`src/mas_pkg.sv`:
```
// Constants of the multiline serial host register block
package mas_pkg;
  localparam int NLINES = 8;
  localparam int FIFO_AW = 6;
  localparam int FIFO_DEPTH = 64;
  localparam int FIFO_DW = 15;
  localparam logic [15:0] BASE_MIN = 16'hE008;
  localparam logic [15:0] BASE_MAX = 16'hE7FE;
  localparam logic [8:0] VEC_MIN = 9'h0C0;
  localparam logic [8:0] VEC_MAX = 9'h1FE;
  localparam logic [1:0] IDX_CSR = 2'h0;
  localparam logic [1:0] IDX_RECEIVE_FIFO_OUTPUT_LPR = 2'h1;
  localparam logic [1:0] IDX_TCR = 2'h2;
  localparam logic [1:0] IDX_TDR_MSR = 2'h3;
  localparam int CSR_TX_RDY = 15;
  localparam int CSR_TIE = 14;
  localparam int CSR_ALARM = 13;
  localparam int CSR_FAE = 12;
  localparam int CSR_TLINE = 8;
  localparam int CSR_RECEIVER_DONE_FLAG = 7;
  localparam int CSR_RIE = 6;
  localparam int CSR_MSE = 5;
  localparam int CSR_CLR = 4;
  localparam int CSR_MAINT = 3;
  localparam int RB_VALID = 15;
  localparam int RB_OVR = 14;
  localparam int RB_FRM = 13;
  localparam int RB_PAR = 12;
  localparam int RB_LINE = 8;
  localparam int LPR_CLEN = 3;
  localparam int LPR_LINE = 0;
  localparam logic [3:0] ALARM_LAST = 4'hF;
  localparam int CLK_PERIOD_NS = 50;
  localparam int CLR_TIME_NS = 1000;
  localparam int CLR_CYC = (CLR_TIME_NS + CLK_PERIOD_NS - 1) / CLK_PERIOD_NS;
  localparam logic [4:0] CLR_CNT_INIT = 5'(CLR_CYC);
endpackage

```
`src/mas_fifo_mem.sv`:
```
// Receive FIFO storage with registered read data
`timescale 1ns/1ps
module mas_fifo_mem
  import mas_pkg::*;
(
  input wire logic clk,
  input wire logic wr_en,
  input wire logic [FIFO_AW-1:0] wr_addr,
  input wire logic [FIFO_DW-1:0] wr_data,
  input wire logic rd_en,
  input wire logic [FIFO_AW-1:0] rd_addr,
  output logic [FIFO_DW-1:0] rd_data
);
  logic [FIFO_DW-1:0] mem [FIFO_DEPTH];

  always_ff @(posedge clk) begin
    if (wr_en) begin
      mem[wr_addr] <= wr_data;
    end
    if (rd_en) begin
      rd_data <= mem[rd_addr];
    end
  end
endmodule

```
`src/mas_host_regs.sv`:
```
// Host register side of the multiline asynchronous serial interface
// How it works
// - Base address strap in 160010-163776 octal; vector strap in 300-776 octal.
// - Writes skip read-only bits; write-only and unused bits read zero.
// - Word 1 and 3: read gives receive/modem status, write loads params/tx data.
// - Tx ready sets on enabled empty line; clears on clear or buffer load.
// - Tx interrupt enable with tx ready requests a transmit interrupt.
// - Alarm sets after 16 entries; clears on clear or buffer read.
// - Alarm enable with rx enable: alarm interrupts, receiver done does not.
// - Ready line number field; returns to line zero after clear.
// - Receiver done shows character at output; interrupts if enabled, alarm off.
// - Receive interrupt enable gates receiver interrupts; cleared by clear.
// - Master scan enable starts scanner for receivers, transmitters, FIFO.
// - Soft clear resets FIFO, channels, control; reads one while running.
// - Maintenance bit loops each transmitter output into its receiver.
// - Scan disabled holds FIFO empty; receive data invalid.
// - Each receive buffer read pops FIFO, presents next character.
// - Clear empties FIFO, zeros valid bit, keeps stale data bits.
// - Bit 14 flags overrun; stored character still valid.
// - Bit 13 flags framing error, also used for break.
// - Bit 12 flags parity error.
// - Word holds line and character; bits above length forced zero.
// - Transmit control low byte holds per-line transmit permit bits.
// - Transmit data low byte loads holding byte of ready line.
`timescale 1ns/1ps
module mas_host_regs
  import mas_pkg::*;
(
  input wire logic clk,
  input wire logic rst,
  input wire logic [15:0] base_strap,
  input wire logic [8:0] vec_strap,
  input wire logic [15:0] bus_addr,
  input wire logic bus_rd,
  input wire logic bus_wr,
  input wire logic bus_byte,
  input wire logic [15:0] bus_wdata,
  output logic [15:0] bus_rdata,
  output logic bus_ack,
  output logic [8:0] int_vector,
  output logic tx_irq,
  output logic rx_irq,
  input wire logic rx_char_valid,
  input wire logic [2:0] rx_char_line,
  input wire logic [7:0] rx_char_data,
  input wire logic rx_char_ovr,
  input wire logic rx_char_frm,
  input wire logic rx_char_par,
  input wire logic [7:0] tx_buf_empty,
  input wire logic [7:0] tx_serial,
  input wire logic [7:0] rx_pin,
  input wire logic [7:0] ring_pin,
  input wire logic [7:0] carrier_pin,
  output logic [7:0] rx_serial,
  output logic tx_load,
  output logic [2:0] tx_load_line,
  output logic [7:0] tx_load_data,
  output logic [7:0] brk,
  output logic [7:0] dtr,
  output logic lpr_load,
  output logic [15:0] lpr_data,
  output logic uart_clear,
  output logic scan_on
);
  typedef struct packed {
    logic [15:0] base;
    logic [8:0] vec;
    logic strap_done;
    logic tx_rdy;
    logic tie;
    logic alarm;
    logic fae;
    logic [2:0] tline;
    logic receive_interrupt_enable;
    logic mse;
    logic clr_busy;
    logic [4:0] clr_cnt;
    logic maint;
    logic [7:0] tcr_en;
    logic [7:0] dtr;
    logic [7:0] brk;
    logic [15:0] clen;
    logic [2:0] scan_ptr;
    logic [3:0] alarm_cnt;
    logic [FIFO_AW-1:0] wr_ptr;
    logic [FIFO_AW-1:0] rd_ptr;
    logic [FIFO_AW:0] count;
    logic fetch;
    logic out_valid;
    logic [FIFO_DW-1:0] out_data;
    logic [15:0] rdata;
    logic ack;
    logic tx_load;
    logic [2:0] tx_line;
    logic [7:0] tx_data;
    logic lpr_load;
    logic [15:0] lpr_data;
    logic tx_irq;
    logic rx_irq;
    logic [7:0] rx_s1;
    logic [7:0] rx_s2;
    logic [7:0] ri_s1;
    logic [7:0] ri_s2;
    logic [7:0] cd_s1;
    logic [7:0] cd_s2;
    logic [7:0] rx_serial;
  } mas_state_s;

  mas_state_s st_reg;
  mas_state_s st_next;
  logic push;
  logic fetch_go;
  logic [FIFO_DW-1:0] push_word;
  logic [FIFO_DW-1:0] mem_rdata;
  logic [7:0] char_mask;
  logic hit;
  logic rd_hit;
  logic wr_hit;
  logic [1:0] idx;
  logic wr_lo;
  logic wr_hi;
  logic receive_fifo_output_pop;
  logic tdr_load;

  ////////////////////////////////////////////////////////////////////
  // Receive FIFO storage
  mas_fifo_mem u_mem (
    .clk(clk),
    .wr_en(push),
    .wr_addr(st_reg.wr_ptr),
    .wr_data(push_word),
    .rd_en(fetch_go),
    .rd_addr(st_reg.rd_ptr),
    .rd_data(mem_rdata)
  );

  ////////////////////////////////////////////////////////////////////
  // Next state
  always_comb begin
    st_next = st_reg;
    st_next.ack = 1'b0;
    st_next.tx_load = 1'b0;
    st_next.lpr_load = 1'b0;
    // Static straps, aligned, caught once after reset
    if (!st_reg.strap_done) begin
      st_next.base = {base_strap[15:3], 3'h0};
      st_next.vec = {vec_strap[8:2], 2'h0};
      st_next.strap_done = 1'b1;
    end
    // Pin synchronisers
    st_next.rx_s1 = rx_pin;
    st_next.rx_s2 = st_reg.rx_s1;
    st_next.ri_s1 = ring_pin;
    st_next.ri_s2 = st_reg.ri_s1;
    st_next.cd_s1 = carrier_pin;
    st_next.cd_s2 = st_reg.cd_s1;
    st_next.rx_serial = st_reg.maint ? tx_serial : st_reg.rx_s2;

    // Bus decode
    hit = st_reg.strap_done && (bus_addr[15:3] == st_reg.base[15:3])
      && (st_reg.base >= BASE_MIN) && (st_reg.base <= BASE_MAX)
      && (st_reg.vec >= VEC_MIN) && (st_reg.vec <= VEC_MAX);
    idx = bus_addr[2:1];
    rd_hit = hit && bus_rd;
    wr_hit = hit && bus_wr && !bus_rd;
    wr_lo = wr_hit && (!bus_byte || !bus_addr[0]);
    wr_hi = wr_hit && (!bus_byte || bus_addr[0]);
    receive_fifo_output_pop = rd_hit && (idx == IDX_RECEIVE_FIFO_OUTPUT_LPR);
    tdr_load = wr_lo && (idx == IDX_TDR_MSR);

    // Round-robin transmit scanner
    if (st_reg.mse && !st_reg.tx_rdy) begin
      if (st_reg.tcr_en[st_reg.scan_ptr] && tx_buf_empty[st_reg.scan_ptr]) begin
        st_next.tx_rdy = 1'b1;
        st_next.tline = st_reg.scan_ptr;
      end else begin
        st_next.scan_ptr = st_reg.scan_ptr + 3'h1;
      end
    end

    // FIFO fill
    char_mask = 8'hFF >> (2'h3 - st_reg.clen[2*rx_char_line +: 2]);
    push_word = {rx_char_ovr, rx_char_frm, rx_char_par, 1'b0, rx_char_line,
      rx_char_data & char_mask};
    push = rx_char_valid && st_reg.mse && !st_reg.clr_busy
      && (st_reg.count != 7'(FIFO_DEPTH));
    fetch_go = st_reg.mse && !st_reg.out_valid && !st_reg.fetch && (st_reg.count != '0);
    if (push) begin
      st_next.wr_ptr = st_reg.wr_ptr + 6'h1;
    end
    if (fetch_go) begin
      st_next.rd_ptr = st_reg.rd_ptr + 6'h1;
    end
    st_next.fetch = fetch_go;
    st_next.count = st_reg.count + 7'(push) - 7'(fetch_go);
    if (st_reg.fetch) begin
      st_next.out_valid = 1'b1;
      st_next.out_data = mem_rdata;
    end

    // Register reads
    if (rd_hit) begin
      st_next.ack = 1'b1;
      unique case (idx)
        IDX_CSR: st_next.rdata = {st_reg.tx_rdy, st_reg.tie, st_reg.alarm, st_reg.fae,
          1'b0, st_reg.tline, st_reg.out_valid && st_reg.mse, st_reg.receive_interrupt_enable, st_reg.mse,
          st_reg.clr_busy, st_reg.maint, 3'h0};
        IDX_RECEIVE_FIFO_OUTPUT_LPR: st_next.rdata = {st_reg.out_valid && st_reg.mse,
          st_reg.out_data};
        IDX_TCR: st_next.rdata = {st_reg.dtr, st_reg.tcr_en};
        IDX_TDR_MSR: st_next.rdata = {st_reg.cd_s2, st_reg.ri_s2};
      endcase
    end
    if (receive_fifo_output_pop) begin
      // Keep a word already in flight
      st_next.out_valid = st_reg.fetch;
      st_next.alarm = 1'b0;
    end
    // Alarm count, set wins over the read clear
    if (push) begin
      st_next.alarm_cnt = st_reg.alarm_cnt + 4'h1;
      if (st_reg.alarm_cnt == ALARM_LAST) begin
        st_next.alarm = 1'b1;
      end
    end

    // Register writes
    if (wr_hit) begin
      st_next.ack = 1'b1;
    end
    if (idx == IDX_CSR) begin
      if (wr_lo) begin
        st_next.receive_interrupt_enable = bus_wdata[CSR_RIE];
        st_next.mse = bus_wdata[CSR_MSE];
        st_next.maint = bus_wdata[CSR_MAINT];
        if (bus_wdata[CSR_CLR]) begin
          st_next.clr_busy = 1'b1;
          st_next.clr_cnt = CLR_CNT_INIT;
        end
      end
      if (wr_hi) begin
        st_next.tie = bus_wdata[CSR_TIE];
        st_next.fae = bus_wdata[CSR_FAE];
      end
    end
    if (wr_hit && idx == IDX_RECEIVE_FIFO_OUTPUT_LPR) begin
      st_next.lpr_load = 1'b1;
      st_next.lpr_data = bus_wdata;
      st_next.clen[2*bus_wdata[LPR_LINE +: 3] +: 2] = bus_wdata[LPR_CLEN +: 2];
    end
    if (idx == IDX_TCR) begin
      if (wr_lo) begin
        st_next.tcr_en = bus_wdata[7:0];
      end
      if (wr_hi) begin
        st_next.dtr = bus_wdata[15:8];
      end
    end
    if (tdr_load) begin
      st_next.tx_load = 1'b1;
      st_next.tx_line = st_reg.tline;
      st_next.tx_data = bus_wdata[7:0];
      st_next.tx_rdy = 1'b0;
      st_next.scan_ptr = st_reg.tline + 3'h1;
    end
    if (wr_hi && idx == IDX_TDR_MSR) begin
      st_next.brk = bus_wdata[15:8];
    end

    // Scan off holds FIFO empty
    if (!st_reg.mse) begin
      st_next.count = '0;
      st_next.wr_ptr = st_reg.rd_ptr;
      st_next.fetch = 1'b0;
      st_next.out_valid = 1'b0;
    end

    // Soft clear in progress
    if (st_reg.clr_busy) begin
      st_next.clr_cnt = st_reg.clr_cnt - 5'h1;
      st_next.clr_busy = (st_reg.clr_cnt != 5'h1);
      st_next.tx_rdy = 1'b0;
      st_next.tie = 1'b0;
      st_next.alarm = 1'b0;
      st_next.fae = 1'b0;
      st_next.tline = 3'h0;
      st_next.receive_interrupt_enable = 1'b0;
      st_next.mse = 1'b0;
      st_next.maint = 1'b0;
      st_next.tcr_en = 8'h00;
      st_next.brk = 8'h00;
      st_next.clen = 16'h0000;
      st_next.scan_ptr = 3'h0;
      st_next.alarm_cnt = 4'h0;
      st_next.count = '0;
      st_next.wr_ptr = '0;
      st_next.rd_ptr = '0;
      st_next.fetch = 1'b0;
      st_next.out_valid = 1'b0;
    end

    // Interrupt requests
    st_next.tx_irq = st_reg.tie && st_reg.tx_rdy;
    st_next.rx_irq = st_reg.receive_interrupt_enable && (st_reg.fae ? st_reg.alarm
      : (st_reg.out_valid && st_reg.mse));
  end

  ////////////////////////////////////////////////////////////////////
  // State register
  always_ff @(posedge clk or posedge rst) begin
    if (rst) begin
      st_reg <= '0;
    end else begin
      st_reg <= st_next;
    end
  end

  assign bus_rdata = st_reg.rdata;
  assign bus_ack = st_reg.ack;
  assign int_vector = st_reg.vec;
  assign tx_irq = st_reg.tx_irq;
  assign rx_irq = st_reg.rx_irq;
  assign rx_serial = st_reg.rx_serial;
  assign tx_load = st_reg.tx_load;
  assign tx_load_line = st_reg.tx_line;
  assign tx_load_data = st_reg.tx_data;
  assign brk = st_reg.brk;
  assign dtr = st_reg.dtr;
  assign lpr_load = st_reg.lpr_load;
  assign lpr_data = st_reg.lpr_data;
  assign uart_clear = st_reg.clr_busy;
  assign scan_on = st_reg.mse;
endmodule

```
`config.mk`:
```
export PLATFORM = sky130hd
export DESIGN_NAME = mas_host_regs
export DESIGN_NICKNAME = d
export VERILOG_FILES = /design/src/mas_pkg.sv /design/src/mas_fifo_mem.sv /design/src/mas_host_regs.sv
export SDC_FILE = /design/constraint.sdc
export NUM_CORES = 1
export LEC_CHECK = 0
export CORE_UTILIZATION = 35
export CTS_BUF_LIST = sky130_fd_sc_hd__clkbuf_2
export CTS_CLUSTER_SIZE = 10
export DETAILED_ROUTE_END_ITERATION = 6
export DONT_BUFFER_PORTS = 1
export GPL_TIMING_DRIVEN = 1
export PLACE_DENSITY = 0.53
export SETUP_SLACK_MARGIN = 0.5
export SYNTH_ARGS = -nofsm -noshare
export SYNTH_HDL_FRONTEND = slang
export SYNTH_SLANG_ARGS = --single-unit
```
`constraint.sdc`:
```
create_clock -name clk -period 9 [get_ports clk]
set_clock_uncertainty 0.05 [all_clocks]
set_input_delay 0.45 -clock clk [delete_from_list [all_inputs] [get_ports clk]]
set_output_delay 0.45 -clock clk [all_outputs]
set_load 0.05 [all_outputs]
```
# After elaboration in Yosys (flattened, before gate mapping)
# Memory sizes are Yosys's and may differ from the RTL's. A register that Yosys moved wholly into a read port is not among the register bits.
# Index checks and enable logic that the tools add are counted.
# totals
regBits	239
latch_bits	0
mem_bits_rw	896
mem_bits_ro	0
inputBits	117
output_inout_bits	83
wordCells	176
memories	1
# mem_list
name	words	width	rd	rd_ports_with_merged_regs	wr	line	rtl
u_mem.mem	64	14	1	1	1	mas_fifo_mem.sv:14	logic [FIFO_DW-1:0] mem [FIFO_DEPTH];
# op_classes
add_sub_neg	10
mul	0
div	0
order_cmp	5
n_eq_ne	10
shift	4
muxes	46
bitwise_logic	1
n_reduce_logical	57
# ops
cell	n
$pmux W16 S4	1
$mux W52	1
$mux W16	3
$neg A4 Y34	1
$shift A2 B34 Y16 const A	1
$shiftx A2 B34 Y16	1
$mux W8	4
$mux W9	3
$logic_and A1 B1 Y1	25
$mux W24	1
$mux W6	4
$reduce_bool A2 Y1	11
$mux W1	18
$mux W17	1
$bwmux W16	1
$ge A16 B16 Y1 const B	1
$le A16 B16 Y1 const B	1
$shiftx A16 B5 Y2	1
$mux W3	5
$reduce_and A2 Y1	7
$eq A13 B13 Y1	1
$add A6 B1 Y6 const B	2
$mux W12	1
$ge A9 B8 Y1 const B	1
other kinds (26)	37

# Longest topological paths before layout
# logic_depth
word_depth	12
mapped_depth	16
depth_no_buf	16

# Hierarchy
# From an unflattened synthesis, not the netlist that was laid out.
# unflattened
hier_cells	2477
area_unflattened_um2	47641.9
# by_module_without_submodules
mod	n_inst	cells_each	area_per_inst_um2	seq_area_each_um2
mas_fifo_mem	1	1638	37339.6	29278.1
mas_host_regs	1	839	10302.4	5605.4

# Worst setup path before layout
# No wires, ideal clock.
# synth_path
path_kind	in2reg
startpoint	in rx_char_line[0]
endpoint	mem u_mem.mem[0][7] (netlist bit), data pin
setup_ns	0.711
t_arrival_ns	3.516
required_ns	8.239
slack_ns	4.722
path_stages	3
path_buffers	0
cell_sequence	mux4_2 -> mux2i_1 -> nor3b_1
# synth_between
elab_chain_len	4
# synth_lines
element	line	rtl
start, declared	mas_host_regs.sv:44	input wire logic [2:0] rx_char_line,
$shiftx A16 B5 Y2	mas_host_regs.sv:182	char_mask = 8'hFF >> (2'h3 - st_reg.clen[2*rx_char_line +: 2]);
$sub A2 B2 Y2	mas_host_regs.sv:182	
$shr A8 B2 Y8	mas_host_regs.sv:182	
$and A8 B8 Y8	mas_host_regs.sv:184	rx_char_data & char_mask};
via push_word[7]	mas_host_regs.sv:113	logic [FIFO_DW-1:0] push_word;
end, declared	mas_fifo_mem.sv:14	
# The timed path passes the listed nets, and every way through them passes these cells.

# Worst setup path after layout
# layout_path
startpoint	reg st_reg[220] (netlist bit)
endpoint	reg st_reg (netlist bit lpr_data[10])
# layout_between
elab_chain_len	9
word_cells_on_any_way	11
cone_classes	order compare (2); eq/ne (1); reduce/logical (8)
# layout_lines
element	line	rtl
start, declared	mas_host_regs.sv:109	mas_state_s st_reg;
start signal, assigned	mas_host_regs.sv:314	st_reg <= st_next;
branches (longest 3 deep; another with $ge A16 B16 Y1)	-	
$logic_and A1 B1 Y1 *	mas_host_regs.sv:161	&& (st_reg.base >= BASE_MIN) && (st_reg.base <= BASE_MAX)
$logic_and A1 B1 Y1 * (2 in a row)	mas_host_regs.sv:162	&& (st_reg.vec >= VEC_MIN) && (st_reg.vec <= VEC_MAX);
$logic_and A1 B1 Y1 * (2 in a row)	mas_host_regs.sv:165	wr_hit = hit && bus_wr && !bus_rd;
$logic_and A1 B1 Y1 *	mas_host_regs.sv:246	if (wr_hit && idx == IDX_RECEIVE_FIFO_OUTPUT_LPR) begin
# Mark *: on every way between the ends.
# A chain may end at the register's enable or synchronous reset.

==> impl_metrics.tcl <==
set metrics [dict create \
    use_met1_pct 22.43 \
    drtIter0Drc 1754 \
    grt_pass1_wl_um 166300 \
    peakVddDrop_uv 123.4 \
    cts_tree "yes" \
    synth_area_mm2 0.04505 \
    critPathKind "reg -> reg" \
    clk_pin_slew_ps 110 \
    yosys_warnings 0 \
    finalHoldViolations 0 \
    busiest_layer "met2" \
    cp.arrival_ps 7550 \
    p_per_area_mw_per_mm2 177.0 \
    r2r_start "st_reg[220]" \
    ys_top_cells_by_area "edfxtp_1 (61%), mux4_2 (13%), dfrtp_1 (12%)" \
    syn_area_per_cell_um2 19.75 \
    totalWireLength_um 113200 \
    grt_util_met2_pct 28.87 \
    slew_viol_final 0 \
    ctsLongestPathBuffers 4 \
    largest_reg_flops 896 \
    cap_violations 0 \
    cp_slowest_cell "dlygate4sd3_1" \
    cts_made_buffers 301 \
    tns_ps 0 \
    max_freq_mhz 161.0 \
    die_h_um 360.8 \
    yosysMostFrequentCell "edfxtp_1" \
    p_total_mw 9.378 \
    grt_overflow 0 \
    path_cells "xnor2_1 -> nand4_1 -> dlygate4sd3_1 -> nor4_4 -> dlygate4sd3_1 -> dlygate4sd3_1 -> nand4_1 -> dlygate4sd3_1 -> buf_4 -> dlygate4sd3_1 -> mux2_2 -> dlygate4sd3_1" \
    crit_top_cell "dlygate4sd3_1" \
    synth_edf_count 910 \
    antenna_left 0 \
    instances_no_fill 4649 \
    drive_gt1_share_pct 32.11 \
    post_cts_buffers 0 \
    setup-violations-final 0 \
    grt_use_met3_pct 3.957 \
    worst-r2r-setup-slack_ps 2790 \
    fillers 11320 \
    synth-seq-area-share_pct 73.04 \
    place_inst 3811 \
    final-seq-area_mm2 0.03292 \
    synth_top_area_share_pct 60.66 \
    hold-path-cell-count 3 \
    die_x_um 360.8 \
    post_cts_resized 0 \
    synthCells 2281 \
    min-delay-start "bus_wdata[1]" \
    rsz0062_at_grt "false" \
    holdPathEnd "lpr_data[1]" \
    coreArea_mm2 0.1277 \
    p_switching_mw 2.220 \
    status "finished, final reports clean" \
    pwr-share-comb_pct 3.3 \
    p_int_mw 7.158 \
    endpoint_kind "flip-flop" \
    num_rows 131 \
    wl_per_cell_um 24.35 \
    insertion_delay_ps 1570 \
    netlist-cell-type-count 65 \
    cp_max_fo 15 \
    reg2regPathDepth 12 \
    seqPwrFrac_pct 60.9 \
    cp_slowest_stage_delay_ps 950 \
    io_pins 200 \
    gr-usage-all-layers_pct 17.39 \
    hpwlAfterDp_um 61230 \
    synthArstFlopShare_pct 19.68 \
    holdBufCountCts 346 \
    p_leak_nw 18.52 \
    synth_common_cells "edfxtp_1 (910), mux4_2 (270), dfrtp_1 (223)" \
    gp_congestion 0.7872 \
    r2r-end "lpr_data[10]" \
    swShare_pct 23.67 \
    die_area_mm2 0.1302 \
    initial_core_util_pct 35.28 \
    vias 23760 \
    multiInputGateArea_mm2 0.01105 \
    clkPwrFrac_pct 35.8 \
    min_path_type "in -> reg" \
    cts-root-buf "clkbuf_2" \
    drc 0 \
    tightest_slew_ps 1282 \
    required_ps 10340 \
    fin_nets 2933 \
    slew_headroom_pct 14.45 \
    first_global_vias 25560 \
    clkSinkCount 1133 \
    post-route-period-util_pct 69.00 \
    ys_seq_elements 1133 \
    synth_top_area_cell "edfxtp_1" \
    htree_num_levels 5 \
    synth-main-ff-cell "edfxtp_1" \
    area_growth_pct 17.61 \
    port_buffers 0 \
    start_kind "flip-flop" \
    grt_max_degree 108 \
    antenna_found_initial 3 \
    viasPerCell 5.110 \
    timing.final.crit_period_ps 6210 \
    firstDrtPassIters 5 \
]
==> per-stage QoR <==
stage	hold slack, ps	util [%]	worst slack [ps]	instance area [um2]
floorplan	281.2	-	2394	45050
global placement	283.0	36.52	4823	46620
detailed placement	287.0	36.52	4866	46620
CTS	0.4251	41.48	3004	52960
global route	65.59	41.49	2740	52980
finish	249.9	41.49	2790	52980
==> power by group through the flow <==
stage | registers, mW | clock network, mW | logic [mW]
detailed placement | 5.83 | 0 | 0.0947
global placement | 5.83 | 0 | 0.0900
CTS | 5.71 | 3.48 | 0.306
floorplan | 5.81 | 0 | 0.0984
finish | 5.71 | 3.36 | 0.309
global route | 5.72 | 3.73 | 0.330
==> kinds of logic after synthesis <==
family / count (synthesis) / share of synthesized area, %
xor gates and xnor gates: 32 / 0.6221
buffers and inverters: 214 / 2.625
other: 2 / 0.01667
adders and majority gates: 18 / 0.5166
AOI/OAI and AO/OA: 115 / 1.561
DFF: 1133 / 73.04
and+or+nand+nor: 300 / 3.399
muxes: 467 / 18.22
==> layout make-up <==
class                           count  share of cell area [%]
Clock inverter                     56                  0.5550
Tap cell                         1662                   3.925
Timing Repair Buffer              408                   8.299
Multi-Input combinational cell    935                   20.86
Sequential cell                  1133                   62.14
Inverter                           19                  0.1488
Antenna cell                       10                 0.04723
Clock buffer                      426                   4.024
==> layer usage <==
layer / vias to the layer above / part of all wire, %
met1: 12440 / 42
met3: 172 / 6.4
met2: 904 / 50
met4: 0 / 2.1
li1: 10240 / -
met5: - / 0
==> cells in the final DEF, fill, tap and decap left out, types with 25 or more instances in the layout <==
cell type	netlist	layout
edfxtp_1	910	910
clkbuf_2	0	426
dlygate4sd3_1	0	319
mux4_2	270	270
dfrtp_1	223	217
nor2_1	144	118
mux2_2	105	105
mux2i_1	86	86
buf_4	89	60
clkinv_1	1	46
o21ai_0	30	30
nand2_1	29	29
nor2_2	1	27
a21oi_1	25	25
==> worst max-delay path by stage <==
stage / start / end / slack (ps) / cells past startpoint
3_5_place_dp: scan_on / st_reg[127] / 4870 / 13
5_1_grt: st_reg[220] / lpr_data[10] / 2740 / 12
2_1_floorplan: rst / brk[0] / 2390 / 1
3_3_place_gp: scan_on / st_reg[127] / 4820 / 13
6_report: st_reg[220] / lpr_data[10] / 2790 / 12
4_1_cts: st_reg[219] / lpr_data[10] / 3000 / 11
==> critical path: cells and delay by family, from the launching register on <==
family / cells / cell delay [ps]
xor gates and xnor gates: 1 / 330
buffers and inverters: 7 / 4260
DFF: 1 / 430
muxes: 1 / 440
and+or+nand+nor: 3 / 490
No activity file was read; power rests on OpenSTA's default activity.
